==> src/rtl/pwm_fault_pkg.sv <==
// Constants, register map and carrier types for the PWM fault and enable block.
//
// Contract
// An enabled generator's counter advances on every PWM clock.
// A disabled generator's counter holds its value.
// Each generator holds an active-high or active-low sense per fault input, applied first.
// Each generator holds a minimum fault period in clocks, used only in that mode.
// In minimum-period mode a fault stays asserted at least the programmed clock count.
// The generator fault is the OR of its selected, sense-adjusted inputs.
// After reset and outside extended-source mode only fault input 0 is a source.
// In extended-source mode the programmable trigger mask selects the sources.
// The trigger mask, one bit per fault input of group 0, reads back.
// Fault status shows live triggers, or latched triggers in latched mode.
// A status bit at one means the trigger is active, at zero inactive.
// In latched mode a latched trigger bit stays set until software clears it.
// Generator interrupt status bits for six counter events clear on a written one.
// Each generator selects latched or unlatched fault behaviour.
// The fault interrupt stays asserted for the whole stretched fault.
// Latched trigger bits clear where a one is written; zeros leave them alone.
package pwm_fault_pkg;

  localparam int NUM_GEN    = 4;
  localparam int NUM_FAULT  = 4;
  localparam int PERIOD_W   = 16;
  localparam int COUNT_W    = 16;
  localparam int NUM_EVENT  = 6;

  // Word addresses of the global registers.
  localparam logic [11:0] ADDR_ENABLE    = 12'h000;
  localparam logic [11:0] ADDR_GIRQ_STAT = 12'h004;
  localparam logic [11:0] ADDR_GIRQ_MASK = 12'h008;
  // Per-generator register window.
  localparam logic [11:0] GEN_BASE       = 12'h040;
  localparam logic [11:0] GEN_STRIDE     = 12'h040;
  localparam logic [5:0]  OFS_MODE       = 6'h00;
  localparam logic [5:0]  OFS_SENSE      = 6'h04;
  localparam logic [5:0]  OFS_MINPER     = 6'h08;
  localparam logic [5:0]  OFS_TRIGSEL    = 6'h0c;
  localparam logic [5:0]  OFS_FSTAT      = 6'h10;
  localparam logic [5:0]  OFS_IRQ_STAT   = 6'h14;
  localparam logic [5:0]  OFS_IRQ_MASK   = 6'h18;
  localparam logic [5:0]  OFS_COUNT      = 6'h1c;

  // Mode register bit positions.
  localparam int MODE_LATCH  = 0;
  localparam int MODE_MINPER = 1;
  localparam int MODE_EXTSRC = 2;

  // Event bit positions in the generator interrupt status.
  localparam int EV_CNT_ZERO = 0;
  localparam int EV_CNT_LOAD = 1;
  localparam int EV_CMP_AU   = 2;
  localparam int EV_CMP_AD   = 3;
  localparam int EV_CMP_BU   = 4;
  localparam int EV_CMP_BD   = 5;

  // Reset values.
  localparam logic [NUM_FAULT-1:0] TRIGSEL_RESET = 4'h1;
  localparam logic [NUM_FAULT-1:0] SENSE_RESET   = 4'h0;

  // Per-generator fault configuration.
  typedef struct packed {
    logic                 latchedTriggerMode;
    logic                 minFaultPeriodMode;
    logic                 extendedFaultSourceMode;
    logic [NUM_FAULT-1:0] faultSenseActiveLow;
    logic [NUM_FAULT-1:0] trigSel;
    logic [PERIOD_W-1:0]  minPeriod;
  } gen_cfg_type;

  // Per-generator fault state.
  typedef struct packed {
    logic [NUM_FAULT-1:0] latched;
    logic [PERIOD_W-1:0]  stretch;
    logic                 fault;
  } gen_fault_type;

  // APB request bundle.
  typedef struct packed {
    logic        psel;
    logic        penable;
    logic        pwrite;
    logic [11:0] paddr;
    logic [31:0] pwdata;
  } apb_req_type;

endpackage

==> src/rtl/pwm_gen_fault_and_enable.sv <==
// Four-generator PWM run gating, fault triggers and interrupt status behind APB.
`timescale 1ns/1ps
module pwm_gen_fault_and_enable #(
  parameter int NG = pwm_fault_pkg::NUM_GEN
) (
  input  wire logic                           clk,
  input  wire logic                           reset_n,
  input  wire logic                           psel,
  input  wire logic                           penable,
  input  wire logic                           pwrite,
  input  wire logic [11:0]                    paddr,
  input  wire logic [31:0]                    pwdata,
  output logic [31:0]                         prdata,
  output logic                                pready,
  output logic                                pslverr,
  input  wire logic [pwm_fault_pkg::NUM_FAULT-1:0] faultInputPin,
  input  wire logic [NG*pwm_fault_pkg::NUM_EVENT-1:0] genEvent,
  output logic [NG-1:0]                       genFault,
  output logic [NG*pwm_fault_pkg::COUNT_W-1:0] genCount,
  output logic                                irq
);

  localparam int NF = pwm_fault_pkg::NUM_FAULT;
  localparam int NE = pwm_fault_pkg::NUM_EVENT;
  localparam int CW = pwm_fault_pkg::COUNT_W;
  localparam int PW = pwm_fault_pkg::PERIOD_W;

  // Elaboration checks refuse settings that the decode or the data word cannot serve.
  if (NG != pwm_fault_pkg::NUM_GEN) begin : bad_gen_count
    $error("generator count must match the register map");
  end
  if (NF > 32 || NE > 32 || CW > 32 || PW > 32) begin : bad_field_width
    $error("a register field is wider than the data word");
  end
  if (pwm_fault_pkg::GEN_STRIDE <= 12'(pwm_fault_pkg::OFS_COUNT)) begin : bad_stride
    $error("generator window too small for its registers");
  end
  if (pwm_fault_pkg::ADDR_GIRQ_MASK >= pwm_fault_pkg::GEN_BASE) begin : bad_base
    $error("global registers overlap the generator windows");
  end
  if (int'(pwm_fault_pkg::GEN_BASE) + NG * int'(pwm_fault_pkg::GEN_STRIDE)
      > 4096) begin : bad_span
    $error("generator windows run past the address space");
  end

  // Register map, one 32-bit word per register, unused upper bits read as zero.
  //   Global registers:
  //     ENABLE     run bit per generator; a clear bit freezes that counter.
  //     GIRQ_STAT  live fault interrupt per generator, read only.
  //     GIRQ_MASK  reserved; reads zero and ignores writes.
  //   Per-generator window at GEN_BASE plus GEN_STRIDE times the generator number:
  //     MODE      bit 0 latched triggers, bit 1 minimum period, bit 2 extended sources.
  //     SENSE     one bit per fault input; a one makes that input active low.
  //     MINPER    minimum fault period in clock cycles.
  //     TRIGSEL   source mask for extended-source mode, one bit per fault input.
  //     FSTAT     fault trigger status; writing ones clears latched triggers.
  //     IRQ_STAT  sticky counter event bits, cleared by writing ones.
  //     IRQ_MASK  per-event enable of the interrupt output.
  //     COUNT     the generator's counter, read only.
  // Any other address, and any address whose two low bits are not zero, is answered
  // with pslverr, read data of zero and no side effect.
  //
  // Bus timing: the access is taken on the edge that closes its first access cycle,
  // and pready and pslverr stand for exactly the next cycle; prdata holds until the next access. A write takes
  // effect on the taking edge, so a read that follows back to back sees it. The
  // idle-and-respond pair keeps the held request from being taken twice while the
  // master waits to see pready.
  //
  // Interrupt output: any unmasked event bit or any generator fault. The fault part
  // is not maskable so a stretched fault keeps the line up for its whole duration;
  // a handler that returns before the stretch expires will be entered again.
  //
  // Fault path: each pin is first sense-adjusted per generator, then masked by the
  // source selection (input 0 alone unless extended sources are on) and ORed. The
  // unit registers the result and this module registers it once more, so a pin
  // change shows on genFault two cycles after the unit sees it. The extra stage
  // keeps every top-level output straight from a flip-flop at the cost of latency.
  //
  // Hazards: a counter event that arrives with its own write-one clear is kept, so
  // software never loses an event. Latched triggers collect in every mode and only
  // show in the status when latched mode is on; clear them before turning it on.
  // A disabled generator holds its count rather than clearing it, so re-enabling
  // resumes from where it stopped.

  typedef enum logic [1:0] {IDLE, RESP} bus_state_type;

  typedef struct packed {
    bus_state_type                          bus;
    logic [NG-1:0]                          enable;
    pwm_fault_pkg::gen_cfg_type [NG-1:0]    cfg;
    logic [NG-1:0][NE-1:0]                  irqStat;
    logic [NG-1:0][NE-1:0]                  irqMask;
    logic [NG-1:0][CW-1:0]                  count;
    logic [NG-1:0]                          faultIrq;
    logic [NG-1:0]                          faultOutQ;
    logic [31:0]                            rdata;
    logic                                   ready;
    logic                                   slverr;
    logic                                   irq;
  } state_type;

  state_type state_q;
  state_type state_d;

  logic [NG-1:0][NF-1:0] faultStatus;
  logic [NG-1:0][NF-1:0] clearLatched;
  logic [NG-1:0]         faultRaw;

  // Decodes an address into a generator index; returns NG for none.
  function automatic int genIndex(input logic [11:0] a);
    int k;
    k = NG;
    for (int g = 0; g < NG; g++) begin
      if (a >= pwm_fault_pkg::GEN_BASE + 12'(g) * pwm_fault_pkg::GEN_STRIDE
          && a < pwm_fault_pkg::GEN_BASE + 12'(g + 1) * pwm_fault_pkg::GEN_STRIDE) begin
        k = g;
      end
    end
    return k;
  endfunction

  // Offset within a generator window.
  function automatic logic [5:0] genOffset(input logic [11:0] a);
    return a[5:0];
  endfunction

  // One fault unit per generator.
  for (genvar g = 0; g < NG; g++) begin : gen_unit
    pwm_fault_unit #(
      .NF (NF),
      .PW (PW)
    ) unit (
      .clk           (clk),
      .reset_n       (reset_n),
      .faultInputPin (faultInputPin),
      .cfg           (state_q.cfg[g]),
      .clearLatched  (clearLatched[g]),
      .faultStatus   (faultStatus[g]),
      .faultOut      (faultRaw[g])
    );
  end

  // Bus access, counters, event capture and interrupt combine.
  always_comb begin
    int gi;
    logic [5:0] ofs;
    logic access;
    logic hit;
    logic [NG*NE-1:0] pend;
    gi = genIndex(paddr);
    ofs = genOffset(paddr);
    access = psel && penable && state_q.bus == IDLE;
    hit = 1'b0;
    pend = '0;
    state_d = state_q;
    clearLatched = '0;
    state_d.ready = 1'b0;
    state_d.slverr = 1'b0;

    // Each counter advances only while its generator runs.
    for (int g = 0; g < NG; g++) begin
      if (state_q.enable[g]) begin
        state_d.count[g] = state_q.count[g] + CW'(1);
      end else begin
        state_d.count[g] = state_q.count[g];
      end
      state_d.faultOutQ[g] = faultRaw[g];
      // The fault interrupt follows the stretched fault, not the raw pin.
      state_d.faultIrq[g] = faultRaw[g];
    end

    // A single wait state gives a registered read path; pready rises one cycle later.
    unique case (state_q.bus)
      IDLE: begin
        if (access) begin
          state_d.bus = RESP;
          state_d.rdata = '0;
          if (paddr == pwm_fault_pkg::ADDR_ENABLE) begin
            hit = 1'b1;
            if (pwrite) begin
              state_d.enable = pwdata[NG-1:0];
            end
            state_d.rdata[NG-1:0] = state_q.enable;
          end else if (paddr == pwm_fault_pkg::ADDR_GIRQ_STAT) begin
            hit = 1'b1;
            state_d.rdata[NG-1:0] = state_q.faultIrq;
          end else if (paddr == pwm_fault_pkg::ADDR_GIRQ_MASK) begin
            hit = 1'b1;
          end else if (gi < NG && paddr[1:0] == 2'b00) begin
            hit = 1'b1;
            unique case (ofs)
              pwm_fault_pkg::OFS_MODE: begin
                if (pwrite) begin
                  state_d.cfg[gi].latchedTriggerMode =
                    pwdata[pwm_fault_pkg::MODE_LATCH];
                  state_d.cfg[gi].minFaultPeriodMode = pwdata[pwm_fault_pkg::MODE_MINPER];
                  state_d.cfg[gi].extendedFaultSourceMode =
                    pwdata[pwm_fault_pkg::MODE_EXTSRC];
                end
                state_d.rdata[pwm_fault_pkg::MODE_LATCH] = state_q.cfg[gi].latchedTriggerMode;
                state_d.rdata[pwm_fault_pkg::MODE_MINPER] = state_q.cfg[gi].minFaultPeriodMode;
                state_d.rdata[pwm_fault_pkg::MODE_EXTSRC] =
                  state_q.cfg[gi].extendedFaultSourceMode;
              end
              pwm_fault_pkg::OFS_SENSE: begin
                if (pwrite) begin
                  state_d.cfg[gi].faultSenseActiveLow = pwdata[NF-1:0];
                end
                state_d.rdata[NF-1:0] = state_q.cfg[gi].faultSenseActiveLow;
              end
              pwm_fault_pkg::OFS_MINPER: begin
                if (pwrite) begin
                  state_d.cfg[gi].minPeriod = pwdata[PW-1:0];
                end
                state_d.rdata[PW-1:0] = state_q.cfg[gi].minPeriod;
              end
              pwm_fault_pkg::OFS_TRIGSEL: begin
                if (pwrite) begin
                  state_d.cfg[gi].trigSel = pwdata[NF-1:0];
                end
                state_d.rdata[NF-1:0] = state_q.cfg[gi].trigSel;
              end
              pwm_fault_pkg::OFS_FSTAT: begin
                if (pwrite) begin
                  clearLatched[gi] = pwdata[NF-1:0];
                end
                state_d.rdata[NF-1:0] = faultStatus[gi];
              end
              pwm_fault_pkg::OFS_IRQ_STAT: begin
                state_d.rdata[NE-1:0] = state_q.irqStat[gi];
              end
              pwm_fault_pkg::OFS_IRQ_MASK: begin
                if (pwrite) begin
                  state_d.irqMask[gi] = pwdata[NE-1:0];
                end
                state_d.rdata[NE-1:0] = state_q.irqMask[gi];
              end
              pwm_fault_pkg::OFS_COUNT: begin
                state_d.rdata[CW-1:0] = state_q.count[gi];
              end
              default: begin
                hit = 1'b0;
              end
            endcase
          end
          if (!hit) begin
            state_d.rdata = '0;
          end
          state_d.ready = 1'b1;
          state_d.slverr = !hit;
        end
      end
      RESP: begin
        state_d.bus = IDLE;
      end
      default: begin
        state_d.bus = IDLE;
      end
    endcase

    // Events set sticky bits; a set in the same cycle as its clear wins.
    for (int g = 0; g < NG; g++) begin
      logic [NE-1:0] clr;
      clr = '0;
      if (access && pwrite && gi == g && ofs == pwm_fault_pkg::OFS_IRQ_STAT) begin
        clr = pwdata[NE-1:0];
      end
      state_d.irqStat[g] = (state_q.irqStat[g] & ~clr) | genEvent[g*NE +: NE];
      pend[g*NE +: NE] = state_q.irqStat[g] & state_q.irqMask[g];
    end
    state_d.irq = |pend || |state_q.faultIrq;
  end

  always_ff @(posedge clk or negedge reset_n) begin
    if (!reset_n) begin
      state_q <= '0;
      for (int g = 0; g < NG; g++) begin
        state_q.cfg[g].trigSel <= pwm_fault_pkg::TRIGSEL_RESET;
        state_q.cfg[g].faultSenseActiveLow <= pwm_fault_pkg::SENSE_RESET;
      end
    end else begin
      state_q <= state_d;
    end
  end

  // Outputs straight from flip-flops.
  assign prdata = state_q.rdata;
  assign pready = state_q.ready;
  assign pslverr = state_q.slverr;
  assign genFault = state_q.faultOutQ;
  assign genCount = state_q.count;
  assign irq = state_q.irq;

endmodule

==> src/rtl/pwm_fault_unit.sv <==
// One generator's fault sense, selection, stretching and latching.
`timescale 1ns/1ps
module pwm_fault_unit #(
  parameter int NF = pwm_fault_pkg::NUM_FAULT,
  parameter int PW = pwm_fault_pkg::PERIOD_W
) (
  input  wire logic                       clk,
  input  wire logic                       reset_n,
  input  wire logic [NF-1:0]              faultInputPin,
  input  wire pwm_fault_pkg::gen_cfg_type cfg,
  input  wire logic [NF-1:0]              clearLatched,
  output logic [NF-1:0]                   faultStatus,
  output logic                            faultOut
);

  // Elaboration check: the configuration struct fixes both widths.
  if (NF != pwm_fault_pkg::NUM_FAULT || PW != pwm_fault_pkg::PERIOD_W) begin : bad_width
    $error("pwm_fault_unit widths must match the package");
  end

  pwm_fault_pkg::gen_fault_type state_q;
  pwm_fault_pkg::gen_fault_type state_d;
  logic [NF-1:0] trig;
  logic [NF-1:0] srcSel;
  logic          rawFault;

  // Sense, select, combine, stretch and latch.
  always_comb begin
    state_d = state_q;
    trig = faultInputPin ^ cfg.faultSenseActiveLow;
    srcSel = cfg.extendedFaultSourceMode ? cfg.trigSel : NF'(1);
    rawFault = |(trig & srcSel);
    // Set wins over clear so a trigger arriving with its clear is kept.
    state_d.latched = (state_q.latched & ~clearLatched) | (trig & srcSel);
    if (rawFault) begin
      state_d.stretch = cfg.minPeriod;
    end else if (state_q.stretch != '0) begin
      state_d.stretch = state_q.stretch - PW'(1);
    end
    // Stretch counts in every mode but only holds the fault when the mode is on; the window is the minimum period.
    state_d.fault = rawFault
      || (cfg.minFaultPeriodMode && state_q.stretch > PW'(1));
    faultStatus = cfg.latchedTriggerMode ? state_q.latched : (trig & srcSel);
    faultOut = state_q.fault;
  end

  always_ff @(posedge clk or negedge reset_n) begin
    if (!reset_n) begin
      state_q <= '0;
    end else begin
      state_q <= state_d;
    end
  end

endmodule

==> config.mk <==
export PLATFORM = sky130hd
export DESIGN_NAME = pwm_gen_fault_and_enable
export DESIGN_NICKNAME = d
export VERILOG_FILES = /design/src/rtl/pwm_fault_pkg.sv /design/src/rtl/pwm_gen_fault_and_enable.sv /design/src/rtl/pwm_fault_unit.sv
export SDC_FILE = /design/constraint.sdc
export NUM_CORES = 1
export LEC_CHECK = 0
export ABC_AREA = 1
export ABC_CLOCK_PERIOD_IN_PS = 2000
export CORE_MARGIN = 2
export CORE_UTILIZATION = 64
export DETAILED_ROUTE_END_ITERATION = 8
export DONT_BUFFER_PORTS = 1
export HOLD_SLACK_MARGIN = 0.02
export PLACE_DENSITY = 0.8
export SETUP_SLACK_MARGIN = 0.02
export SYNTH_ARGS = -nofsm -noshare
export SYNTH_HDL_FRONTEND = slang
export SYNTH_SLANG_ARGS = --single-unit
==> constraint.sdc <==
create_clock -name clk -period 2 [get_ports clk]
set_input_delay 0.4 -clock clk [delete_from_list [all_inputs] [get_ports clk]]
set_output_delay 0.4 -clock clk [all_outputs]
set_load 0.02 [all_outputs]
==> results.ini <==
[critical_path]
reg2reg_from=genCount[16]
regToRegSetupSlack_ns=0.04
critPathMaxFanout=3
crit_path_max_incr_delay_ns=0.40
critPathKind=reg -> reg
endpoint_kind=register
reg2regPathDepth=8
cp_cell_sequence=buf_6, nand2_4, nor3_4, nor3b_4, nand4_1, nor3_2, nand3_1, xor2_1
critical_path.startpoint_type=register
worst_reg2reg_path_endpoint=genCount[31]
data_required_time_at_the_worst_endpoint_ns=2.40
crit_slowest_cell=dfrtp_1
worst_setup_startpoint=genCount[16]
crit_arrival_ns=2.36

[yosys]
synth-seq-area-share_pct=45.6
netlist_area_sq_um=18200
synth_enable_flop_cells=0
total_of_warnings_raised_by_yosys=0
netlist.area_leader.share_pct=45.0
post_synth_inst_count=2300
post-synth-top-count-cell=nand2_1
synthTopCellsByArea=dfrtp_1 (45%), nand2_1 (11%), o21ai_0 (6.5%)
synth.cells.most_frequent=nand2_1 (525), dfrtp_1 (328), inv_1 (259)
synth_async_sr_flop_share_pct=100
syn_avg_cell_area_sq_um=7.93
ys.flop_type=dfrtp_1
synth.distinct_cells=59
netlist.top_cell.by_area=dfrtp_1
ys_ff_latch=332

[timing]
timing.final.crit_share_pct=98.0
timing.final.hold_violations=330
timing.final.setup_violations=0
rsz_0062_raised_after_global_routing=true
fmaxAchievable_mhz=510
timing.final.max_slew_violations=0
final.hold.worst_slack_ns=-0.432
clock-skew-final_ns=0.0124
timing.final.crit_period_ns=1.96
max_slew_headroom_pct=49.0
worst-slew-pin-transition_ns=0.746

[flow_run]
max-cap-violations=0

[routing]
via_count=16900
routed_wirelength_um=57500
initialDrtViolationCount=1974
route.antenna.remaining_nets=0
drc=0
dr.pass1.iters=6
routed_length_per_instance_um=20.5
viasPerCell=6.05

[clock_tree]
insertion_delay_ns=0.53
worst_setup_hold_path_clk_slew_ns=0.06
cts_made_buffers=38
numClockSinks=332
cts_tree=yes
cts_buffer_depth=3
h-tree-depth=2
ctsRootBufferMaster=clkbuf_16

[place]
placement.cell_area_sq_um=19100
placed_instances=2680
hpwlAfterDp_um=39400
place.gp.congestion=0.961
port-buffer-count=0

[layout]
final_area_sq_um=21000
final-instance-count-excl-fill=2802
final_net_count=2484
n_fill_cell=1950
layout_cell_share_with_drive_strength_beyond_1_pct=14.1
area_growth_pct=15.3

[power_and_ir_drop]
max-vdd-ir-drop_v=0.000640
cellLeakagePower_nw=9.92
power_density_of_the_placed_cells_nw_per_um2=750

[die]
std_cell_rows=61
floorplan.die.width_um=173
initial_cell_density_of_the_core_pct=65.3
height_of_the_die_um=173
ioPinCount=180
area_of_the_core_sq_um=27900
design.die.area_sq_um=29900

[grt]
total_global_routing_overflow=0
antenna_violations_before_repair=3
grt_usage_pct=37.7
largest_net_degree_at_the_start_of_global_routing=333
vias_in_the_first_global_route=16600
wire_length_of_the_first_global_routing_pass_um=89900

[outcome]
run_status=finished with violations
violations=negative hold slack

[hold_path]
hold_path_class=in -> async

[placed cells by master (no fill, tap or decap), types with 47 or more instances in the layout]
cell type,n
buf_4,159
nor2_1,153
o22ai_1,47
nand2_1,520
a21oi_1,91
dfrtp_1,324
nand3_1,112
inv_1,259
o21ai_0,235
xor2_1,70
[critical path: cells and delay by family (launching register included)]
family                    cells  cell delay [ns]
xor gates and xnor gates      1             0.21
and+or+nand+nor               6             1.09
buffers and inverters         1             0.13
DFF                           1             0.40
[where the power goes]
group          internal (mW)  switching (mW)  leakage, nW
registers               6.92           0.198         3.99
clock network           4.31            2.81        0.625
logic                  0.602           0.927         5.31
[timing repair]
item,CTS,global route
endpoints found under the setup margin,2,97
endpoints found under the hold margin,402,333
resized for setup,1,51
setup buffers,0,13
pin swaps,0,11
hold buffers,39,1
cloned,0,0
[flip-flops by register name (all words and copies together) (netlist names)]
name,flops
gen_unit.unit.state_q,80
pready,1
prdata,16
genCount,64
pslverr,1
state_q,161
gen_unit.unit.faultOut,4
genFault,4
irq,1
[logic make-up (layout without fill, tap and decap cells)]
kind of cell	Yosys count	in the layout	synth area share, %
simple gates	924	924	21.9
compound gates	479	479	14.8
buf+inv	450	558	11.9
flops	332	332	45.6
xor+xnor	97	97	4.66
fa+ha+maj	12	12	0.823
mux	5	5	0.302
other cells	1	17	0.0206
[routing by layer]
layer / track usage [%] / part of all wire [%] / vias up
met5: 0 / 0.023 / -
met1: 48.8 / 38 / 8093
met4: 14.9 / 4.6 / 2
li1: - / - / 7567
met2: 61.5 / 47 / 1065
met3: 8.88 / 11 / 213
[stage by stage]
step | setup TNS, ns | utilization, % | setup slack (ns) | hold slack (ns) | power (mW)
floorplan | 0 | - | 0.176 | 0.104 | 8.19
detailed placement | -3.44 | 68.3 | -0.122 | 0.115 | 8.53
global route | -0.214 | 75.3 | -0.0739 | -0.438 | 16.2
global placement | -0.625 | 68.3 | -0.0903 | 0.113 | 8.48
CTS | 0 | 74.2 | 0.0224 | -0.429 | 15.7
finish | 0 | 75.3 | 0.0408 | -0.432 | 15.8
[area by class of cell]
type	instances	area, sq um	share of cell area (%)
repair buffers	216	1930	9.16
well taps	378	473	2.25
clock buffers	59	1140	5.43
flip-flops and latches	332	8320	39.5
diodes	1	2.50	0.0119
inverters	274	1030	4.91
clock inverters	9	128	0.607
multi-input cells	1533	8010	38.1
[how the worst max path moves through the flow]
stage,depth (start not counted),to,slack (ns)
after CTS,10,genCount[60],0.02
after global routing,8,genCount[31],-0.07
after global placement,15,prdata[3],-0.09
after floorplan,17,prdata[1],0.18
final,8,genCount[31],0.04
after detailed placement,15,prdata[3],-0.12
No activity file was read; power rests on OpenSTA's default activity.
